### config.mk
export PLATFORM = sky130hd
export DESIGN_NAME = gpib_interrupt_status_two_mid
export DESIGN_NICKNAME = d
export VERILOG_FILES = /design/src/pkg/gpib_interrupt_status_two_pkg.sv /design/src/gpib_interrupt_status_two_mid.sv
export SDC_FILE = /design/constraint.sdc
export NUM_CORES = 1
export LEC_CHECK = 0
export BUFFER_PORTS_ARGS = -buffer_cell sky130_fd_sc_hd__buf_4
export CORE_MARGIN = 10
export CORE_UTILIZATION = 38
export CTS_BUF_LIST = sky130_fd_sc_hd__clkbuf_4
export DETAILED_ROUTE_END_ITERATION = 10
export GPL_TIMING_DRIVEN = 1
export PLACE_DENSITY = 0.76
export SLEW_MARGIN = 10
export SYNTH_ARGS = -nofsm -noshare
export SYNTH_HDL_FRONTEND = slang
export SYNTH_SLANG_ARGS = --single-unit
export TNS_END_PERCENT = 20
### constraint.sdc
create_clock -name pclk -period 1.9 [get_ports pclk]
set_clock_uncertainty 0.05 [all_clocks]
set_input_delay 0.19 -clock pclk [delete_from_list [all_inputs] [get_ports pclk]]
set_output_delay 0.19 -clock pclk [all_outputs]
set_load 0.02 [all_outputs]
### src/pkg/gpib_interrupt_status_two_pkg.sv
package gpib_interrupt_status_two_pkg;
	// ************************************************************
	// register map
	// ************************************************************
	localparam logic [7:0]  ADDR_STATUS_TWO = 8'h00;
	localparam logic [7:0]  ADDR_MASK_TWO   = 8'h04;
	localparam logic [7:0]  ADDR_RL_STATE   = 8'h08;
	localparam logic [7:0]  ADDR_CMD_OUT    = 8'h0C;
	// ************************************************************
	// field positions
	// ************************************************************
	localparam int POS_SRQ_IN   = 6;
	localparam int POS_LOCKOUT  = 5;
	localparam int POS_DMA_OUT  = 5;
	localparam int POS_REMOTE   = 4;
	localparam int POS_DMA_IN   = 4;
	localparam int POS_CMD_OUT  = 3;
	// ************************************************************
	// reset values
	// ************************************************************
	localparam logic [7:0]  MASK_RESET = 8'h00;
	localparam logic [31:0] READ_ZERO  = 32'h0000_0000;
	// remote/local function states, gray along local->remote->rwls
	typedef enum logic [2:0] {
		RL_LOCS = 3'b000,
		RL_REMS = 3'b001,
		RL_RWLS = 3'b011,
		RL_LWLS = 3'b010
	} rl_state_t;
endpackage

### src/gpib_interrupt_status_two_mid.sv
// Local design decisions: the APB slave port and the register offsets.
`timescale 1ns/1ps
// Behaviour
// - set service request flag when in charge, bus request seen, not own request byte
// - clear service request flag at reset and right after a status read
// - lockout bit reads one in local-with-lockout or remote-with-lockout
// - lockout bit never feeds the interrupt and has no enable
// - remote bit reads one in remote or remote-with-lockout state
// - remote entered only with remote enable asserted and addressed as listener
// - set command output flag when controller active and source generate
// - clear command output flag on status read or leaving either state
// - command output flag means command output register empty
// - interrupt on event with enable set; status changes regardless of enable
// - changes arriving during a status read wait until the read ends
// - interrupt is the or of the service request and command output flags, each anded with its enable
module gpib_interrupt_status_two_mid
	import gpib_interrupt_status_two_pkg::*;
(
	input  wire logic        pclk,
	input  wire logic        presetn,
	input  wire logic        psel,
	input  wire logic        penable,
	input  wire logic        pwrite,
	input  wire logic [7:0]  paddr,
	input  wire logic [31:0] pwdata,
	output logic      [31:0] prdata,
	output logic             pready,
	output logic             pslverr,
	input  wire logic        controller_in_charge,
	input  wire logic        bus_srq,
	input  wire logic        rqs_dav,
	input  wire logic        cacs,
	input  wire logic        sgns,
	input  wire logic        bus_ren,
	input  wire logic        listen_addressed,
	input  wire logic        go_local,
	input  wire logic        lockout_cmd,
	output logic             irq,
	output logic             dma_out_enable,
	output logic             dma_in_enable
);
	import gpib_interrupt_status_two_pkg::*;
	// ************************************************************
	// pin synchronisers
	// ************************************************************
	// every bus-side level crosses in through two flops; nothing reads the first
	localparam int NUM_PINS = 9;
	logic [NUM_PINS-1:0] pin_raw;
	logic [NUM_PINS-1:0] sync1;
	logic [NUM_PINS-1:0] sync2;
	assign pin_raw = {controller_in_charge,
		bus_srq,
		rqs_dav,
		cacs,
		sgns,
		bus_ren,
		listen_addressed,
		go_local,
		lockout_cmd};
	generate
		for (genvar i = 0; i < NUM_PINS; i++) begin : g_sync
			always_ff @(posedge pclk or negedge presetn) begin
				if (!presetn) begin
					sync1[i] <= 1'b0;
					sync2[i] <= 1'b0;
				end else begin
					sync1[i] <= pin_raw[i];
					sync2[i] <= sync1[i];
				end
			end
		end
	endgenerate
	logic in_charge_s;
	logic srq_s;
	logic rqsdav_s;
	logic cacs_s;
	logic sgns_s;
	logic ren_s;
	logic ladr_s;
	logic gtl_s;
	logic lockout_s;
	assign {in_charge_s, srq_s, rqsdav_s, cacs_s, sgns_s, ren_s, ladr_s, gtl_s,
		lockout_s} = sync2;
	// ************************************************************
	// apb decode
	// ************************************************************
	logic access;
	logic rd_status;
	logic wr_mask;
	logic read_busy;
	assign access    = psel && penable;
	assign rd_status = access && !pwrite && (paddr == ADDR_STATUS_TWO);
	assign wr_mask   = access && pwrite && (paddr == ADDR_MASK_TWO);
	// setup cycle of a status read: the word is being captured, so flags stay put
	assign read_busy = psel && !pwrite && (paddr == ADDR_STATUS_TWO) && !penable;
	// ************************************************************
	// remote/local function
	// ************************************************************
	rl_state_t rl_state;
	rl_state_t next_rl_state;
	always_comb begin
		next_rl_state = rl_state;
		if (!ren_s) begin
			next_rl_state = RL_LOCS;
		end else begin
			case (rl_state)
				RL_LOCS: begin
					if (ladr_s) begin
						next_rl_state = lockout_s ? RL_RWLS : RL_REMS;
					end
				end
				RL_REMS: begin
					if (lockout_s) begin
						next_rl_state = RL_RWLS;
					end else if (gtl_s) begin
						next_rl_state = RL_LOCS;
					end
				end
				RL_RWLS: begin
					if (gtl_s) begin
						next_rl_state = RL_LWLS;
					end
				end
				RL_LWLS: begin
					if (ladr_s) begin
						next_rl_state = RL_RWLS;
					end
				end
				default: begin
					next_rl_state = RL_LOCS;
				end
			endcase
		end
	end
	always_ff @(posedge pclk or negedge presetn) begin
		if (!presetn) begin
			rl_state <= RL_LOCS;
		end else begin
			rl_state <= next_rl_state;
		end
	end
	logic lockout_status;
	logic remote_status;
	assign lockout_status = (rl_state == RL_LWLS) || (rl_state == RL_RWLS);
	assign remote_status  = (rl_state == RL_REMS) || (rl_state == RL_RWLS);
	// ************************************************************
	// status flags
	// ************************************************************
	// flags set on the rising edge of their condition, so a level that
	// stays true after a read-clear does not raise the flag again
	logic srq_in_cond;
	logic srq_in_cond_q;
	logic cmd_out_cond;
	logic cmd_out_cond_q;
	logic service_request_input_flag;
	logic command_output_flag;
	logic next_service_request_input_flag;
	logic next_command_output_flag;
	logic next_srq_in_cond_q;
	logic next_cmd_out_cond_q;
	assign srq_in_cond  = in_charge_s && srq_s && !rqsdav_s;
	assign cmd_out_cond = cacs_s && sgns_s;
	always_comb begin
		next_service_request_input_flag = service_request_input_flag;
		next_command_output_flag        = command_output_flag;
		next_srq_in_cond_q              = srq_in_cond_q;
		next_cmd_out_cond_q             = cmd_out_cond_q;
		if (!read_busy) begin
			next_srq_in_cond_q  = srq_in_cond;
			next_cmd_out_cond_q = cmd_out_cond;
			if (rd_status) begin
				next_service_request_input_flag = 1'b0;
			end
			if (srq_in_cond && !srq_in_cond_q) begin
				next_service_request_input_flag = 1'b1;
			end
			if (rd_status || !cacs_s || !sgns_s) begin
				next_command_output_flag = 1'b0;
			end
			if (cmd_out_cond && !cmd_out_cond_q) begin
				next_command_output_flag = 1'b1;
			end
		end
	end
	always_ff @(posedge pclk or negedge presetn) begin
		if (!presetn) begin
			service_request_input_flag <= 1'b0;
			command_output_flag        <= 1'b0;
			srq_in_cond_q              <= 1'b0;
			cmd_out_cond_q             <= 1'b0;
		end else begin
			service_request_input_flag <= next_service_request_input_flag;
			command_output_flag        <= next_command_output_flag;
			srq_in_cond_q              <= next_srq_in_cond_q;
			cmd_out_cond_q             <= next_cmd_out_cond_q;
		end
	end
	// ************************************************************
	// mask register
	// ************************************************************
	logic [7:0] interrupt_mask_two;
	logic [7:0] next_mask;
	logic       command_output_irq_enable;
	logic       srq_in_irq_enable;
	always_comb begin
		next_mask = interrupt_mask_two;
		if (wr_mask) begin
			next_mask = pwdata[7:0] & 8'h78;
		end
	end
	always_ff @(posedge pclk or negedge presetn) begin
		if (!presetn) begin
			interrupt_mask_two <= MASK_RESET;
		end else begin
			interrupt_mask_two <= next_mask;
		end
	end
	// dma is not implemented; the enables are only mirrored out
	assign command_output_irq_enable = interrupt_mask_two[POS_CMD_OUT];
	assign srq_in_irq_enable         = interrupt_mask_two[POS_SRQ_IN];
	// ************************************************************
	// read data, interrupt, outputs
	// ************************************************************
	logic [7:0]  interrupt_status_two;
	logic [31:0] next_prdata;
	logic        next_pready;
	logic        next_pslverr;
	logic        next_irq;
	logic        next_dma_out_enable;
	logic        next_dma_in_enable;
	logic        mapped;
	assign interrupt_status_two = {1'b0, service_request_input_flag, lockout_status,
		remote_status, command_output_flag, 3'b000};
	assign mapped = (paddr == ADDR_STATUS_TWO) || (paddr == ADDR_MASK_TWO) ||
		(paddr == ADDR_RL_STATE);
	// lockout excluded on purpose: it is a plain state bit
	// built from next values so irq always agrees with the flags and mask beside it
	assign next_irq = (next_service_request_input_flag && next_mask[POS_SRQ_IN]) ||
		(next_command_output_flag && next_mask[POS_CMD_OUT]);
	always_comb begin
		next_prdata = READ_ZERO;
		if (psel && !penable && !pwrite) begin
			if (paddr == ADDR_STATUS_TWO) begin
				next_prdata = {24'h000000, interrupt_status_two};
			end else if (paddr == ADDR_MASK_TWO) begin
				next_prdata = READ_ZERO;
			end else if (paddr == ADDR_RL_STATE) begin
				next_prdata = {29'h00000000, rl_state};
			end else begin
				next_prdata = READ_ZERO;
			end
		end else if (access) begin
			next_prdata = prdata;
		end
	end
	always_comb begin
		next_pready         = psel && !penable;
		next_pslverr        = psel && !penable && !mapped;
		next_dma_out_enable = next_mask[POS_DMA_OUT];
		next_dma_in_enable  = next_mask[POS_DMA_IN];
	end
	always_ff @(posedge pclk or negedge presetn) begin
		if (!presetn) begin
			prdata         <= READ_ZERO;
			pready         <= 1'b0;
			pslverr        <= 1'b0;
			irq            <= 1'b0;
			dma_out_enable <= 1'b0;
			dma_in_enable  <= 1'b0;
		end else begin
			prdata         <= next_prdata;
			pready         <= next_pready;
			pslverr        <= next_pslverr;
			irq            <= next_irq;
			dma_out_enable <= next_dma_out_enable;
			dma_in_enable  <= next_dma_in_enable;
		end
	end
endmodule

**After elaboration in Yosys (flattened, before gate mapping)**

Cells that the tools add are included.

- Bits of input ports: 54
- Logic and storage cells: 96
- Flip-flop bits (word level): 66
- Output and inout port bits: 37

- Eq/ne operators: 10
- Multiplexer cells: 20
- Reduce and logical (&&, ||, !) cells: 36

Operator list:

| operator | number |
|---|---|
| 32-bit 2-to-1 mux | 4 |
| 3-bit 2-to-1 mux | 7 |
| 1-bit logical AND | 18 |
| 3-bit one-hot mux with 4 select lines | 1 |
| 3-bit != test (second input constant) | 3 |
| 8-bit by 3-bit == test with 1-bit output (second input constant) | 1 |
| 8-bit by 4-bit == test with 1-bit output (second input constant) | 1 |
| 1-bit zero test | 8 |
| 8-bit zero test | 1 |
| 1-bit logical OR | 7 |
| 7-bit 2-to-1 mux | 1 |
| 3-bit by 2-bit == test with 1-bit output (second input constant) | 2 |
| 1-bit 2-to-1 mux | 6 |
| 4-bit != test (second input constant) | 1 |
| 4-bit AND reduction | 1 |
| 3-bit by 1-bit == test with 1-bit output (second input constant) | 1 |
| 3-bit zero test | 1 |
| 2-bit 2-to-1 mux | 1 |
| 2-bit by 1-bit != test with 1-bit output (second input constant) | 1 |

**Longest topological paths before layout**

Gate-level depths: netlist of the first run.

- Depth in word-level cells: 10
- Mapped depth: 6
- Depth with buffers taken out: 5

**Worst setup path before layout of the first run**

Ideal clock, no wire load.

- Path type: input -> register
- Start: input port paddr[1]
- End: register irq
- Stages: 5
- Arrival: 1.905 ns
- Path buffers: 0
- Required time: 1.729 ns
- Slack: -0.176 ns
- Library setup time: 0.121 ns
- Cells stage by stage: or4_4 or3_4 nor3_4 mux2_1 a22o_1

- Elaborated cells on any way between the ends: 18
- Classes of those cells: eq/ne: 1; mux: 7; reduce/logical: 10

RTL lines:

| what | line | text |
|---|---|---|
| from (decl) | gpib_interrupt_status_two_mid.sv:24 | `input wire logic [7:0] paddr,` |
| 8-bit by 3-bit == test with 1-bit output | gpib_interrupt_status_two_mid.sv:93 | `assign wr_mask = access && pwrite && (paddr == ADDR_MASK_TWO);` |
| 1-bit logical AND | gpib_interrupt_status_two_mid.sv:93 |  |
| 7-bit 2-to-1 mux | gpib_interrupt_status_two_mid.sv:207 | `if (wr_mask) begin` |
| named net next_mask[6] | gpib_interrupt_status_two_mid.sv:202 | `logic [7:0] next_mask;` |
| 1-bit logical AND | gpib_interrupt_status_two_mid.sv:238 | `assign next_irq = (next_service_request_input_flag && next_mask[POS_SRQ_IN]) \|\|` |
| 1-bit logical OR | gpib_interrupt_status_two_mid.sv:238 |  |
| named net next_irq | gpib_interrupt_status_two_mid.sv:228 | `logic next_irq;` |
| to (signal assigned) | gpib_interrupt_status_two_mid.sv:274 | `irq <= next_irq;` |
| to (decl) | gpib_interrupt_status_two_mid.sv:38 | `output logic irq,` |

The timed path passes the listed nets, and every way through them passes these cells.
A chain may end at the register's enable or synchronous reset.

**Worst setup path in the final report of the first run**

- Start: input port penable
- End: register irq

- Elaborated cells on any way between the ends: 19
- Classes of those cells: mux: 7; reduce/logical: 12

RTL lines:

| what | line | text |
|---|---|---|
| from (decl) | gpib_interrupt_status_two_mid.sv:22 | `input wire logic penable,` |
| 1-bit logical AND | gpib_interrupt_status_two_mid.sv:91 | `assign access = psel && penable;` |
| 1-bit logical AND (2 in a row) | gpib_interrupt_status_two_mid.sv:92 | `assign rd_status = access && !pwrite && (paddr == ADDR_STATUS_TWO);` |
| 1-bit 2-to-1 mux | gpib_interrupt_status_two_mid.sv:171 | `if (rd_status) begin` |
| 1-bit 2-to-1 mux | gpib_interrupt_status_two_mid.sv:174 | `if (srq_in_cond && !srq_in_cond_q) begin` |
| 1-bit 2-to-1 mux * | gpib_interrupt_status_two_mid.sv:168 | `if (!read_busy) begin` |
| named net next_service_request_input_flag | gpib_interrupt_status_two_mid.sv:157 | `logic next_service_request_input_flag;` |
| 1-bit logical AND * | gpib_interrupt_status_two_mid.sv:238 |  |
| 1-bit logical OR * | gpib_interrupt_status_two_mid.sv:238 |  |
| named net next_irq | gpib_interrupt_status_two_mid.sv:228 |  |

Mark *: on every way through the listed nets, which the timed path passes. The rest lies on a longest branch.

==> metrics.txt, run 1 <==
# TYPE chip_impl_metric gauge
chip_impl_metric{name="antenna_found_initial",unit=""} 0
chip_impl_metric{name="numClockSinks",unit=""} 37
chip_impl_metric{name="fillCellCount",unit=""} 330
chip_impl_metric{name="starting_density_of_the_core",unit="%"} 39.8
chip_impl_metric{name="final-setup-viol-count",unit=""} 0
chip_impl_metric{name="static-leakage-power",unit="nW"} 0.942
chip_impl_metric{name="max-clock-path-buffers",unit=""} 2
chip_impl_info{name="critical_path.top_delay_family",value="simple AND/OR/NAND/NOR gates"} 1
chip_impl_metric{name="synthToLayoutAreaGrowth",unit="%"} 29.3
chip_impl_metric{name="final_antenna_diode_count",unit=""} 0
chip_impl_metric{name="finalHoldViolations",unit=""} 0
chip_impl_metric{name="timing.reg2reg.setup_slack",unit="ps"} 590
chip_impl_metric{name="cts.clk_slew.worst_paths",unit="ps"} 100
chip_impl_metric{name="worst_hold_path.num_cells",unit=""} 2
chip_impl_metric{name="place.detailed.hpwl",unit="mm"} 2.43
chip_impl_metric{name="fp.dieArea",unit="mm2"} 0.00675
chip_impl_metric{name="critical_path_arrival",unit="ps"} 2010
chip_impl_metric{name="report.final.slew_viol_count",unit=""} 0
chip_impl_info{name="hold_end",value="interrupt_mask_two[4]"} 1
chip_impl_info{name="holdCritStartpoint",value="pwdata[4]"} 1
chip_impl_metric{name="fin_crit",unit="ps"} 1830
chip_impl_metric{name="ctsResizeCount",unit=""} 0
chip_impl_info{name="dominantRegCellSynth",value="dfrtp_1"} 1
chip_impl_metric{name="drt_drc_violations_left",unit=""} 0
chip_impl_metric{name="syn-instance-count",unit=""} 110
chip_impl_metric{name="via_count_of_the_first_global_routing_pass",unit=""} 1010
chip_impl_metric{name="power_density",unit="mW/mm2"} 724
chip_impl_metric{name="tritoncts.num_buffers",unit=""} 5
chip_impl_metric{name="final_worst_path_period_share",unit="%"} 96.4
chip_impl_metric{name="die_h",unit="um"} 82.1
chip_impl_metric{name="grt_pass1_wl",unit="mm"} 4.66
chip_impl_metric{name="routed_wire_length_per_instance",unit="um"} 14.1
chip_impl_info{name="worst_r2r_startpoint",value="cacs_s"} 1
chip_impl_metric{name="postRouteAntennaNets",unit=""} 0
chip_impl_info{name="rsz_0062_raised_after_global_routing",value="false"} 1
chip_impl_metric{name="vias_per_cell",unit=""} 4.48
chip_impl_metric{name="worst_voltage_drop_across_the_vdd_grid",unit="V"} 0.000648
chip_impl_metric{name="worstSkewPairLatency",unit="ps"} 330
chip_impl_metric{name="wirelength",unit="mm"} 3.06
chip_impl_info{name="critical_path_cell_sequence",value="dlygate4sd3_1 -> buf_4 -> or4b_1 -> a22oi_1 -> nand2_1 -> a22o_1"} 1
chip_impl_metric{name="synth-seq-cells",unit=""} 37
chip_impl_metric{name="num_vias",unit=""} 973
chip_impl_info{name="reg2reg_to",value="irq"} 1
chip_impl_metric{name="drt-pass1-iter-count",unit=""} 4
chip_impl_metric{name="synth.cell_area",unit="mm2"} 0.00147
chip_impl_metric{name="syn_avg_cell_area",unit="um2"} 13.3
chip_impl_metric{name="pnr_total_power",unit="W"} 0.00137
chip_impl_metric{name="reg2reg_depth",unit=""} 5
chip_impl_metric{name="synth_sequential_area_ratio",unit="%"} 63.1
chip_impl_metric{name="synth_cell_types",unit=""} 29
chip_impl_metric{name="max-cap-violations",unit=""} 0
chip_impl_info{name="slowest_stage",value="or4b_1"} 1
chip_impl_metric{name="synthesis.yosys.warnings",unit=""} 0
chip_impl_metric{name="num_rows",unit=""} 22
chip_impl_metric{name="die_width",unit="um"} 82.1
chip_impl_metric{name="grt_util_all_layers",unit="%"} 8.98
chip_impl_metric{name="critPathRequiredTime",unit="ps"} 2080
chip_impl_metric{name="crit_path_max_incr_delay",unit="ps"} 600
chip_impl_metric{name="synth-edff-count",unit=""} 0
chip_impl_info{name="endpoint_kind",value="flop"} 1
chip_impl_info{name="cts_tree",value="yes"} 1
chip_impl_metric{name="first_iter_violations",unit=""} 30
chip_impl_info{name="synthDominantAreaCellType",value="dfrtp_1"} 1
chip_impl_metric{name="critical_path_peak_fanout",unit=""} 4
chip_impl_metric{name="maximum_number_of_pins_on_one_net_before_global_route_repair",unit=""} 38
chip_impl_info{name="worstSetupStartpointType",value="input port"} 1
chip_impl_info{name="outcome",value="complete, no violations"} 1
chip_impl_metric{name="floorplan.io_pins",unit=""} 91
chip_impl_info{name="critical_path_class",value="input port to flop"} 1
chip_impl_metric{name="postSynth.asyncResetShare",unit="%"} 100
chip_impl_metric{name="cp_num_buf_inv",unit=""} 2
chip_impl_metric{name="cts.htree.levels",unit=""} 2
chip_impl_info{name="synth_top_cells_by_area",value="dfrtp_1 63%, buf_4 13%, a22o_1 3.0%, mux2_1 1.5%, mux2_2 1.5%"} 1
chip_impl_metric{name="design.final.nets",unit=""} 222
chip_impl_metric{name="max_freq",unit="MHz"} 546
chip_impl_metric{name="post_route_cells_drive_above_1_share",unit="%"} 33.1
chip_impl_info{name="cts-root-buf",value="clkbuf_4"} 1
chip_impl_metric{name="io_buffer_count",unit=""} 36
chip_impl_metric{name="final.hold.worst_slack",unit="ps"} 36.9
chip_impl_metric{name="yosysTopAreaCellShare",unit="%"} 63.1
chip_impl_info{name="holdCritPathClass",value="input port to flop"} 1
chip_impl_metric{name="gp_routability_congestion",unit=""} 0.726
chip_impl_metric{name="core_area",unit="mm2"} 0.00369
chip_impl_metric{name="globalRouteOverflowTotal",unit=""} 0
==> through the flow <==
| step | setup slack (ps) | TNS [ps] | cell area [um2] | utilization [%] | instances |
|---|---|---|---|---|---|
| 6_report | 68.7 | 0 | 1900 | 51.5 | 217 |
| 5_1_grt | 6.92 | 0 | 1900 | 51.5 | 217 |
| 4_1_cts | 79.5 | 0 | 1900 | 51.5 | 217 |
| 3_5_place_dp | -284 | -841 | 1740 | 47.1 | 198 |
| 3_3_place_gp | -242 | -578 | 1740 | 47.1 | 198 |
| 2_1_floorplan | -176 | -176 | 1560 | - | 135 |
==> final cells by class <==
type	instances	area (um2)	share of cell area, %
clock buffer	5	37.5	1.98
clock inverter	3	12.5	0.659
multi-input combinational	71	437	23.0
sequential	37	926	48.8
tap	48	60.1	3.16
timing repair buffer	53	425	22.4
==> how the worst max path moves through the flow <==
stage / end / depth (start not counted) / startpoint
floorplan: irq / 5 / paddr[1]
global placement: irq / 6 / paddr[1]
detailed placement: irq / 6 / paddr[1]
CTS: irq / 6 / penable
global route: irq / 7 / penable
finish: irq / 6 / penable
==> synthesized netlist by cell type (2+ instances only) <==
cell type,instances
mux2_1,2
mux2_2,2
nand2_1,5
nor3_2,2
o21ai_0,4
a32o_1,2
a22o_1,5
buf_4,26
dfrtp_1,37
nor2_1,3
o21a_1,3
and2_1,2
==> state kept, by name, indices dropped and copies added (netlist names), 2 cells and up <==
register	flops
sync1	9
prdata	6
interrupt_mask_two	4
rl_state	2
==> worst register-to-register path, delay by kind of cell, from the launching register on <==
kind	cells	cell delay [ps]
AND/OR/NAND/NOR	1	100
flip-flops	1	400
AO/OA/AOI/OAI	4	660
==> kinds of logic after synthesis <==
logic type | synth area share [%]
flip-flops | 63.1
buffers and inverters | 13.6
AND/OR/NAND/NOR | 10.1
AO/OA/AOI/OAI | 9.89
multiplexers | 3.07
other | 0.256
==> cell usage in the layout, fill, tap and decap left out, types with 2 or more instances in the layout <==
cell | netlist | layout
a32o_1 | 2 | 2
clkbuf_4 | 0 | 5
clkinv_1 | 0 | 2
conb_1 | 1 | 26
dfrtp_1 | 37 | 37
mux2_2 | 2 | 2
o21a_1 | 3 | 3
nor3_2 | 2 | 2
a22o_1 | 5 | 5
nand2_1 | 5 | 5
and2_1 | 2 | 2
o21ai_0 | 4 | 4
mux2_1 | 2 | 2
dlygate4sd3_1 | 0 | 11
buf_4 | 26 | 42
nor2_1 | 3 | 3
==> where the power goes <==
| part | internal (W) | total (W) | switching, W | leakage (nW) |
|---|---|---|---|---|
| combinational | 0.0000679 | 0.000165 | 0.0000971 | 0.450 |
| sequential | 0.000817 | 0.000832 | 0.0000148 | 0.462 |
| clock | 0.000134 | 0.000376 | 0.000242 | 0.0300 |
==> routing by layer <==
| layer | global-route usage (%) | up-vias | share of wire (%) | routed length [um] |
|---|---|---|---|---|
| met4 | 3.06 | 0 | 0.82 | 25 |
| met2 | 16.2 | 41 | 52 | 1600 |
| met3 | 4.54 | 4 | 13 | 408 |
| met5 | 0 | - | 0 | 0 |
| met1 | 8.68 | 482 | 34 | 1030 |
| li1 | - | 446 | - | - |
==> what timing repair did <==
item,4_1_cts,5_1_grt
buffers inserted,0,0
setup endpoints to repair,0,0
hold buffers,11,0
endpoints found under the hold margin,47,0
Power figures use the tool's default switching activity.
==> run 2, diff against run 1 <==
--- a/config.mk
+++ b/config.mk
@@ -5,13 +5,17 @@
 export SDC_FILE = /design/constraint.sdc
 export NUM_CORES = 1
 export LEC_CHECK = 0
+export ABC_CLOCK_PERIOD_IN_PS = 1900
 export BUFFER_PORTS_ARGS = -buffer_cell sky130_fd_sc_hd__buf_4
+export CELL_PAD_IN_SITES_DETAIL_PLACEMENT = 0
+export CELL_PAD_IN_SITES_GLOBAL_PLACEMENT = 2
 export CORE_MARGIN = 10
-export CORE_UTILIZATION = 38
+export CORE_UTILIZATION = 28
 export CTS_BUF_LIST = sky130_fd_sc_hd__clkbuf_4
 export DETAILED_ROUTE_END_ITERATION = 10
 export GPL_TIMING_DRIVEN = 1
-export PLACE_DENSITY = 0.76
+export PLACE_DENSITY = 0.91
+export RECOVER_POWER = 100
 export SLEW_MARGIN = 10
 export SYNTH_ARGS = -nofsm -noshare
 export SYNTH_HDL_FRONTEND = slang
==> metrics.txt, run 2 (synthesis gave the netlist of run 1 again) <==
# TYPE chip_impl_metric gauge
chip_impl_metric{name="gp_routability_congestion",unit=""} 0.803
chip_impl_info{name="mostFrequentLayoutCell",value="dfrtp_1"} 1
chip_impl_metric{name="worstSkewPairLatency",unit="ps"} 340
chip_impl_metric{name="synthToLayoutAreaGrowth",unit="%"} 29.0
chip_impl_metric{name="starting_density_of_the_core",unit="%"} 28.7
chip_impl_info{name="critical_path_class",value="input port to flop"} 1
chip_impl_metric{name="dr_wl_met2",unit="mm"} 1.41
chip_impl_metric{name="antenna_found_initial",unit=""} 0
chip_impl_metric{name="max_reg_flops",unit=""} 9
chip_impl_metric{name="die_h",unit="um"} 92.4
chip_impl_metric{name="design.final.nets",unit=""} 223
chip_impl_info{name="rsz_0062_raised_after_global_routing",value="false"} 1
chip_impl_metric{name="worst_slew_pin_slew",unit="ps"} 881
chip_impl_metric{name="num_rows",unit=""} 26
chip_impl_metric{name="place.detailed.hpwl",unit="mm"} 2.31
chip_impl_metric{name="vias_per_cell",unit=""} 3.82
chip_impl_metric{name="finalNonFillerCells",unit=""} 240
chip_impl_metric{name="final.hold.worst_slack",unit="ps"} 39.2
chip_impl_metric{name="routed_wire_length_per_instance",unit="um"} 12.4
chip_impl_info{name="worstSetupStartpointType",value="input port"} 1
chip_impl_info{name="layout.cells.most_common_list",value="37 x dfrtp_1, 26 x conb_1, 17 x buf_4, 16 x clkbuf_4, 13 x clkbuf_1"} 1
chip_impl_info{name="outcome",value="complete, no violations"} 1
chip_impl_info{name="top_registers",value="sync1 (9), prdata (6), interrupt_mask_two (4)"} 1
chip_impl_metric{name="globalRouteOverflowTotal",unit=""} 0
chip_impl_metric{name="numPlacedInstances",unit=""} 220
chip_impl_info{name="critical_path.top_delay_family",value="simple AND/OR/NAND/NOR gates"} 1
chip_impl_metric{name="postCtsSetupBuffers",unit=""} 0
chip_impl_metric{name="fin_crit",unit="ps"} 1840
chip_impl_metric{name="grt_util_all_layers",unit="%"} 7.29
chip_impl_info{name="holdCritPathClass",value="input port to flop"} 1
chip_impl_metric{name="num_vias",unit=""} 917
chip_impl_metric{name="tritoncts.num_buffers",unit=""} 5
chip_impl_metric{name="floorplan.io_pins",unit=""} 91
chip_impl_metric{name="max-cap-violations",unit=""} 0
chip_impl_metric{name="static-leakage-power",unit="nW"} 0.891
chip_impl_metric{name="critical_path_peak_fanout",unit=""} 4
chip_impl_metric{name="cts.htree.levels",unit=""} 2
chip_impl_metric{name="post_route_cells_drive_above_1_share",unit="%"} 26.5
chip_impl_metric{name="core_area",unit="mm2"} 0.00511
chip_impl_metric{name="fp.dieArea",unit="mm2"} 0.00854
chip_impl_metric{name="final_worst_path_period_share",unit="%"} 96.6
chip_impl_metric{name="detail_route.wirelength.met1",unit="mm"} 1.27
chip_impl_metric{name="drt-pass1-iter-count",unit=""} 4
chip_impl_metric{name="final-setup-viol-count",unit=""} 0
chip_impl_info{name="critical_path_cell_sequence",value="dlygate4sd3_1 -> clkbuf_1 -> or4b_1 -> nor3_2 -> o21ai_0 -> o311ai_1 -> a22o_1"} 1
chip_impl_metric{name="postRouteAntennaNets",unit=""} 0
chip_impl_metric{name="report.final.slew_viol_count",unit=""} 0
chip_impl_metric{name="worst_voltage_drop_across_the_vdd_grid",unit="V"} 0.000242
chip_impl_metric{name="critPathRequiredTime",unit="ps"} 2130
chip_impl_metric{name="drt_drc_violations_left",unit=""} 0
chip_impl_metric{name="pnr_total_power",unit="W"} 0.00140
chip_impl_metric{name="critical_path_arrival",unit="ps"} 2060
chip_impl_metric{name="maximum_number_of_pins_on_one_net_before_global_route_repair",unit=""} 38
chip_impl_metric{name="route.met3.wl",unit="um"} 252
chip_impl_metric{name="via_count_of_the_first_global_routing_pass",unit=""} 1018
chip_impl_metric{name="finalHoldViolations",unit=""} 0
chip_impl_metric{name="crit_path_max_incr_delay",unit="ps"} 620
chip_impl_metric{name="cp_num_buf_inv",unit=""} 2
chip_impl_info{name="cts-root-buf",value="clkbuf_4"} 1
chip_impl_info{name="top_layer",value="met4"} 1
chip_impl_metric{name="timing.slew.headroom",unit="%"} 41.2
chip_impl_metric{name="numClockSinks",unit=""} 37
chip_impl_metric{name="ctsResizeCount",unit=""} 0
chip_impl_metric{name="power_density",unit="mW/mm2"} 739
chip_impl_metric{name="die_width",unit="um"} 92.4
chip_impl_metric{name="grt_pass1_wl",unit="mm"} 4.86
chip_impl_info{name="slowest_stage",value="or4b_1"} 1
chip_impl_metric{name="io_buffer_count",unit=""} 36
chip_impl_metric{name="max_freq",unit="MHz"} 545
chip_impl_info{name="cts_tree",value="yes"} 1
chip_impl_metric{name="cts.clk_slew.worst_paths",unit="ps"} 110
chip_impl_metric{name="wirelength",unit="mm"} 2.98
chip_impl_metric{name="max-clock-path-buffers",unit=""} 2
chip_impl_info{name="largest_register",value="sync1"} 1
chip_impl_metric{name="final_antenna_diode_count",unit=""} 0
chip_impl_info{name="endpoint_kind",value="flop"} 1
chip_impl_metric{name="setup_tns",unit="ps"} 0
chip_impl_metric{name="first_iter_violations",unit=""} 53
run 2: cell types whose count changed in the layout (fill, tap and decap cells not counted), sizes merged:
cell         delta
buf            -25
clkinv          -2
clkinvlp        +1
clkbuf         +25
inv             +1
dlygate4sd3     +1
run 2: cell type report:
| class | instances | area [um2] |
|---|---|---|
| clock buffer | 5 | 37.5 |
| clock inverter | 3 | 21.3 |
| fill | 535 | 3210 |
| multi-input combinational | 71 | 437 |
| sequential | 37 | 926 |
| tap | 70 | 87.6 |
| timing repair buffer | 54 | 384 |
run 2: power by group:
part           leakage, nW  switching (W)  internal, W
Clock               0.0316       0.000262     0.000146
Sequential           0.462      0.0000132     0.000817
Combinational        0.397      0.0000962    0.0000637
Total                0.891       0.000371      0.00103
run 2: timing repair:
| action | CTS | global route |
|---|---|---|
| hold endpoints to repair | 47 | 1 |
| hold buffers | 11 | 1 |
| endpoints found under the setup margin | 0 | 0 |
run 2: worst paths after layout:
kind                            from                     to  slack [ps]  depth (start not counted)
setup / recovery             penable                    irq          60                          7
hold / removal             pwdata[5]  interrupt_mask_two[5]          40                          2
setup reg to reg              cacs_s                    irq         610                          5
hold reg to reg             sync1[2]                 ladr_s         300                          0
max in group asynchronous    presetn         cmd_out_cond_q         810                          2
min in group asynchronous    presetn            rl_state[0]         430                          2
run 2: worst register-to-register path, stage by stage (launching register included):
cell and delay, ps:
dfrtp_1 400, nand2_1 100, o21ba_2 160, o21ai_0 140, o311ai_1 150, a22o_1 210
run 2: routing by layer:
metal / track usage (%) / vias up
met5: 0 / -
met2: 10.8 / 43
met4: 4.63 / 0
li1: - / 448
met3: 3.55 / 2
met1: 8.22 / 424
run 2: per-stage QoR:
step / cell area (um2) / setup WS (ps) / utilization (%)
2_1_floorplan: 1560 / -176 / -
3_3_place_gp: 1770 / -257 / 34.6
3_5_place_dp: 1770 / -297 / 34.6
4_1_cts: 1930 / 54.4 / 37.9
5_1_grt: 1890 / 46.8 / 37.1
6_report: 1890 / 64.6 / 37.1
==> run 3, diff against run 2 <==
==> constraint.sdc (replaced) <==
create_clock -name pclk -period 1.9 [get_ports pclk]
set_clock_uncertainty 0.05 [all_clocks]
set_input_delay 0.19 -clock pclk [delete_from_list [all_inputs] [get_ports pclk]]
set_output_delay 0.19 -clock pclk [all_outputs]
set_load 0.005 [all_outputs]
==> metrics.txt, run 3 (synthesis gave the netlist of run 1 again) <==
# TYPE chip_impl_metric gauge
chip_impl_info{name="cts-root-buf",value="clkbuf_4"} 1
chip_impl_metric{name="worst_voltage_drop_across_the_vdd_grid",unit="V"} 0.000232
chip_impl_metric{name="final-setup-viol-count",unit=""} 0
chip_impl_metric{name="maximum_number_of_pins_on_one_net_before_global_route_repair",unit=""} 38
chip_impl_info{name="cts_tree",value="yes"} 1
chip_impl_metric{name="dp_worst_setup_slack",unit="ps"} -297
chip_impl_metric{name="vias_per_cell",unit=""} 3.82
chip_impl_metric{name="max_freq",unit="MHz"} 545
chip_impl_info{name="holdCritPathClass",value="input port to flop"} 1
chip_impl_metric{name="worst_slew_pin_slew",unit="ps"} 881
chip_impl_metric{name="first_iter_violations",unit=""} 53
chip_impl_metric{name="place.detailed.hpwl",unit="mm"} 2.31
chip_impl_metric{name="starting_density_of_the_core",unit="%"} 28.7
chip_impl_metric{name="grt_util_all_layers",unit="%"} 7.29
chip_impl_metric{name="multi_input_area",unit="um2"} 437
chip_impl_metric{name="worstSkewPairLatency",unit="ps"} 340
chip_impl_info{name="outcome",value="complete, no violations"} 1
chip_impl_info{name="rsz_0062_raised_after_global_routing",value="false"} 1
chip_impl_metric{name="gp_routability_congestion",unit=""} 0.803
chip_impl_metric{name="globalRouteOverflowTotal",unit=""} 0
chip_impl_metric{name="final_antenna_diode_count",unit=""} 0
chip_impl_info{name="largest_register",value="sync1"} 1
chip_impl_info{name="worst_r2r_startpoint",value="cacs_s"} 1
chip_impl_metric{name="route.met3.wl",unit="um"} 241
chip_impl_metric{name="dr_wl_met2",unit="mm"} 1.41
chip_impl_metric{name="critPathRequiredTime",unit="ps"} 2130
chip_impl_metric{name="timing.final.ws_setup",unit="ps"} 64.5
chip_impl_metric{name="critical_path_peak_fanout",unit=""} 4
chip_impl_metric{name="setup_tns",unit="ps"} 0
chip_impl_metric{name="antenna_found_initial",unit=""} 0
chip_impl_metric{name="max-cap-violations",unit=""} 0
chip_impl_metric{name="static-leakage-power",unit="nW"} 0.920
chip_impl_info{name="layout.cells.most_common_list",value="37 x dfrtp_1, 26 x conb_1, 24 x clkbuf_4, 17 x buf_4, 12 x dlygate4sd3_1"} 1
chip_impl_metric{name="max_reg_flops",unit=""} 9
chip_impl_metric{name="postRouteAntennaNets",unit=""} 0
chip_impl_info{name="critical_path_class",value="input port to flop"} 1
chip_impl_metric{name="critical_path_arrival",unit="ps"} 2060
chip_impl_metric{name="io_buffer_count",unit=""} 36
chip_impl_metric{name="fp.dieArea",unit="mm2"} 0.00854
chip_impl_info{name="worst_setup_path_startpoint",value="penable"} 1
chip_impl_info{name="mostFrequentLayoutCell",value="dfrtp_1"} 1
chip_impl_metric{name="design.final.nets",unit=""} 223
chip_impl_metric{name="drt_drc_violations_left",unit=""} 0
chip_impl_metric{name="finalHoldViolations",unit=""} 0
chip_impl_metric{name="fin_crit",unit="ps"} 1840
chip_impl_metric{name="floorplan.io_pins",unit=""} 91
chip_impl_metric{name="cts.clk_slew.worst_paths",unit="ps"} 110
chip_impl_metric{name="max-clock-path-buffers",unit=""} 2
chip_impl_metric{name="tritoncts.num_buffers",unit=""} 5
chip_impl_metric{name="wirelength",unit="mm"} 2.96
chip_impl_metric{name="routed_wire_length_per_instance",unit="um"} 12.3
chip_impl_info{name="endpoint_kind",value="flop"} 1
chip_impl_metric{name="ff_latch_area",unit="um2"} 926
chip_impl_metric{name="die_h",unit="um"} 92.4
chip_impl_metric{name="final_worst_path_period_share",unit="%"} 96.6
chip_impl_metric{name="grt_pass1_wl",unit="mm"} 4.86
chip_impl_metric{name="power_density",unit="mW/mm2"} 709
chip_impl_metric{name="timing.slew.headroom",unit="%"} 41.2
chip_impl_metric{name="core_area",unit="mm2"} 0.00511
chip_impl_metric{name="fillCellCount",unit=""} 526
chip_impl_metric{name="post_route_cells_drive_above_1_share",unit="%"} 31.2
chip_impl_metric{name="synthToLayoutAreaGrowth",unit="%"} 31.0
chip_impl_metric{name="numClockSinks",unit=""} 37
chip_impl_info{name="top_registers",value="sync1 (9), prdata (6), interrupt_mask_two (4)"} 1
chip_impl_metric{name="drt-pass1-iter-count",unit=""} 4
chip_impl_info{name="worstSetupStartpointType",value="input port"} 1
chip_impl_metric{name="via_count_of_the_first_global_routing_pass",unit=""} 1018
chip_impl_metric{name="die_width",unit="um"} 92.4
chip_impl_metric{name="ctsResizeCount",unit=""} 0
chip_impl_metric{name="num_rows",unit=""} 26
chip_impl_metric{name="detail_route.wirelength.met1",unit="mm"} 1.26
chip_impl_metric{name="report.final.slew_viol_count",unit=""} 0
chip_impl_metric{name="cts.htree.levels",unit=""} 2
chip_impl_metric{name="num_vias",unit=""} 917
chip_impl_info{name="holdCritStartpoint",value="pwdata[5]"} 1
chip_impl_info{name="top_layer",value="met4"} 1
==> run 3: where the power goes <==
group | switching, W | internal [W]
clock network | 0.000262 | 0.000146
logic | 0.0000589 | 0.0000652
registers | 0.0000132 | 0.000817
total | 0.000334 | 0.00103
==> run 3: repair_timing <==
item	4_1_cts	5_1_grt
buffers inserted	0	0
hold buffers	11	1
endpoints found under the hold margin	47	1
==> run 3: layout make-up <==
type                    count  area share [%]
flip-flops and latches     37            48.1
multi-input cells          71            22.7
repair buffers             54            21.5
well taps                  70            4.55
clock buffers               5            1.95
clock inverters             3            1.11
==> run 3: path summary, 6_finish.rpt <==
path	to	depth (start not counted)	slack, ps
setup reg to reg	irq	5	610
min in group asynchronous	rl_state[0]	2	430
setup / recovery	irq	7	60
hold / removal	interrupt_mask_two[5]	2	40
max in group asynchronous	cmd_out_cond_q	2	810
hold reg to reg	ladr_s	0	300
==> run 3: per-stage QoR <==
stage	hold slack [ps]	instances	power [W]	util (%)	cell area, um2
after floorplan	-156	135	0.000919	-	1560
after global placement	123	220	0.000953	34.6	1770
after detailed placement	128	220	0.000956	34.6	1770
after CTS	6.82	239	0.00140	37.9	1930
after global routing	10.2	240	0.00145	37.7	1920
final	39.2	240	0.00136	37.7	1920
==> run 3: per-layer routing <==
layer / track usage (%) / vias up
met5: 0 / -
met2: 10.8 / 43
met3: 3.55 / 2
met4: 4.63 / 0
met1: 8.22 / 424
li1: - / 448
==> run 3: worst max-delay path, cell delays in order <==
cell	delay, ps
dlygate4sd3_1	530
clkbuf_1	110
or4b_1	620
nor3_2	180
o21ai_0	110
o311ai_1	120
a22o_1	190
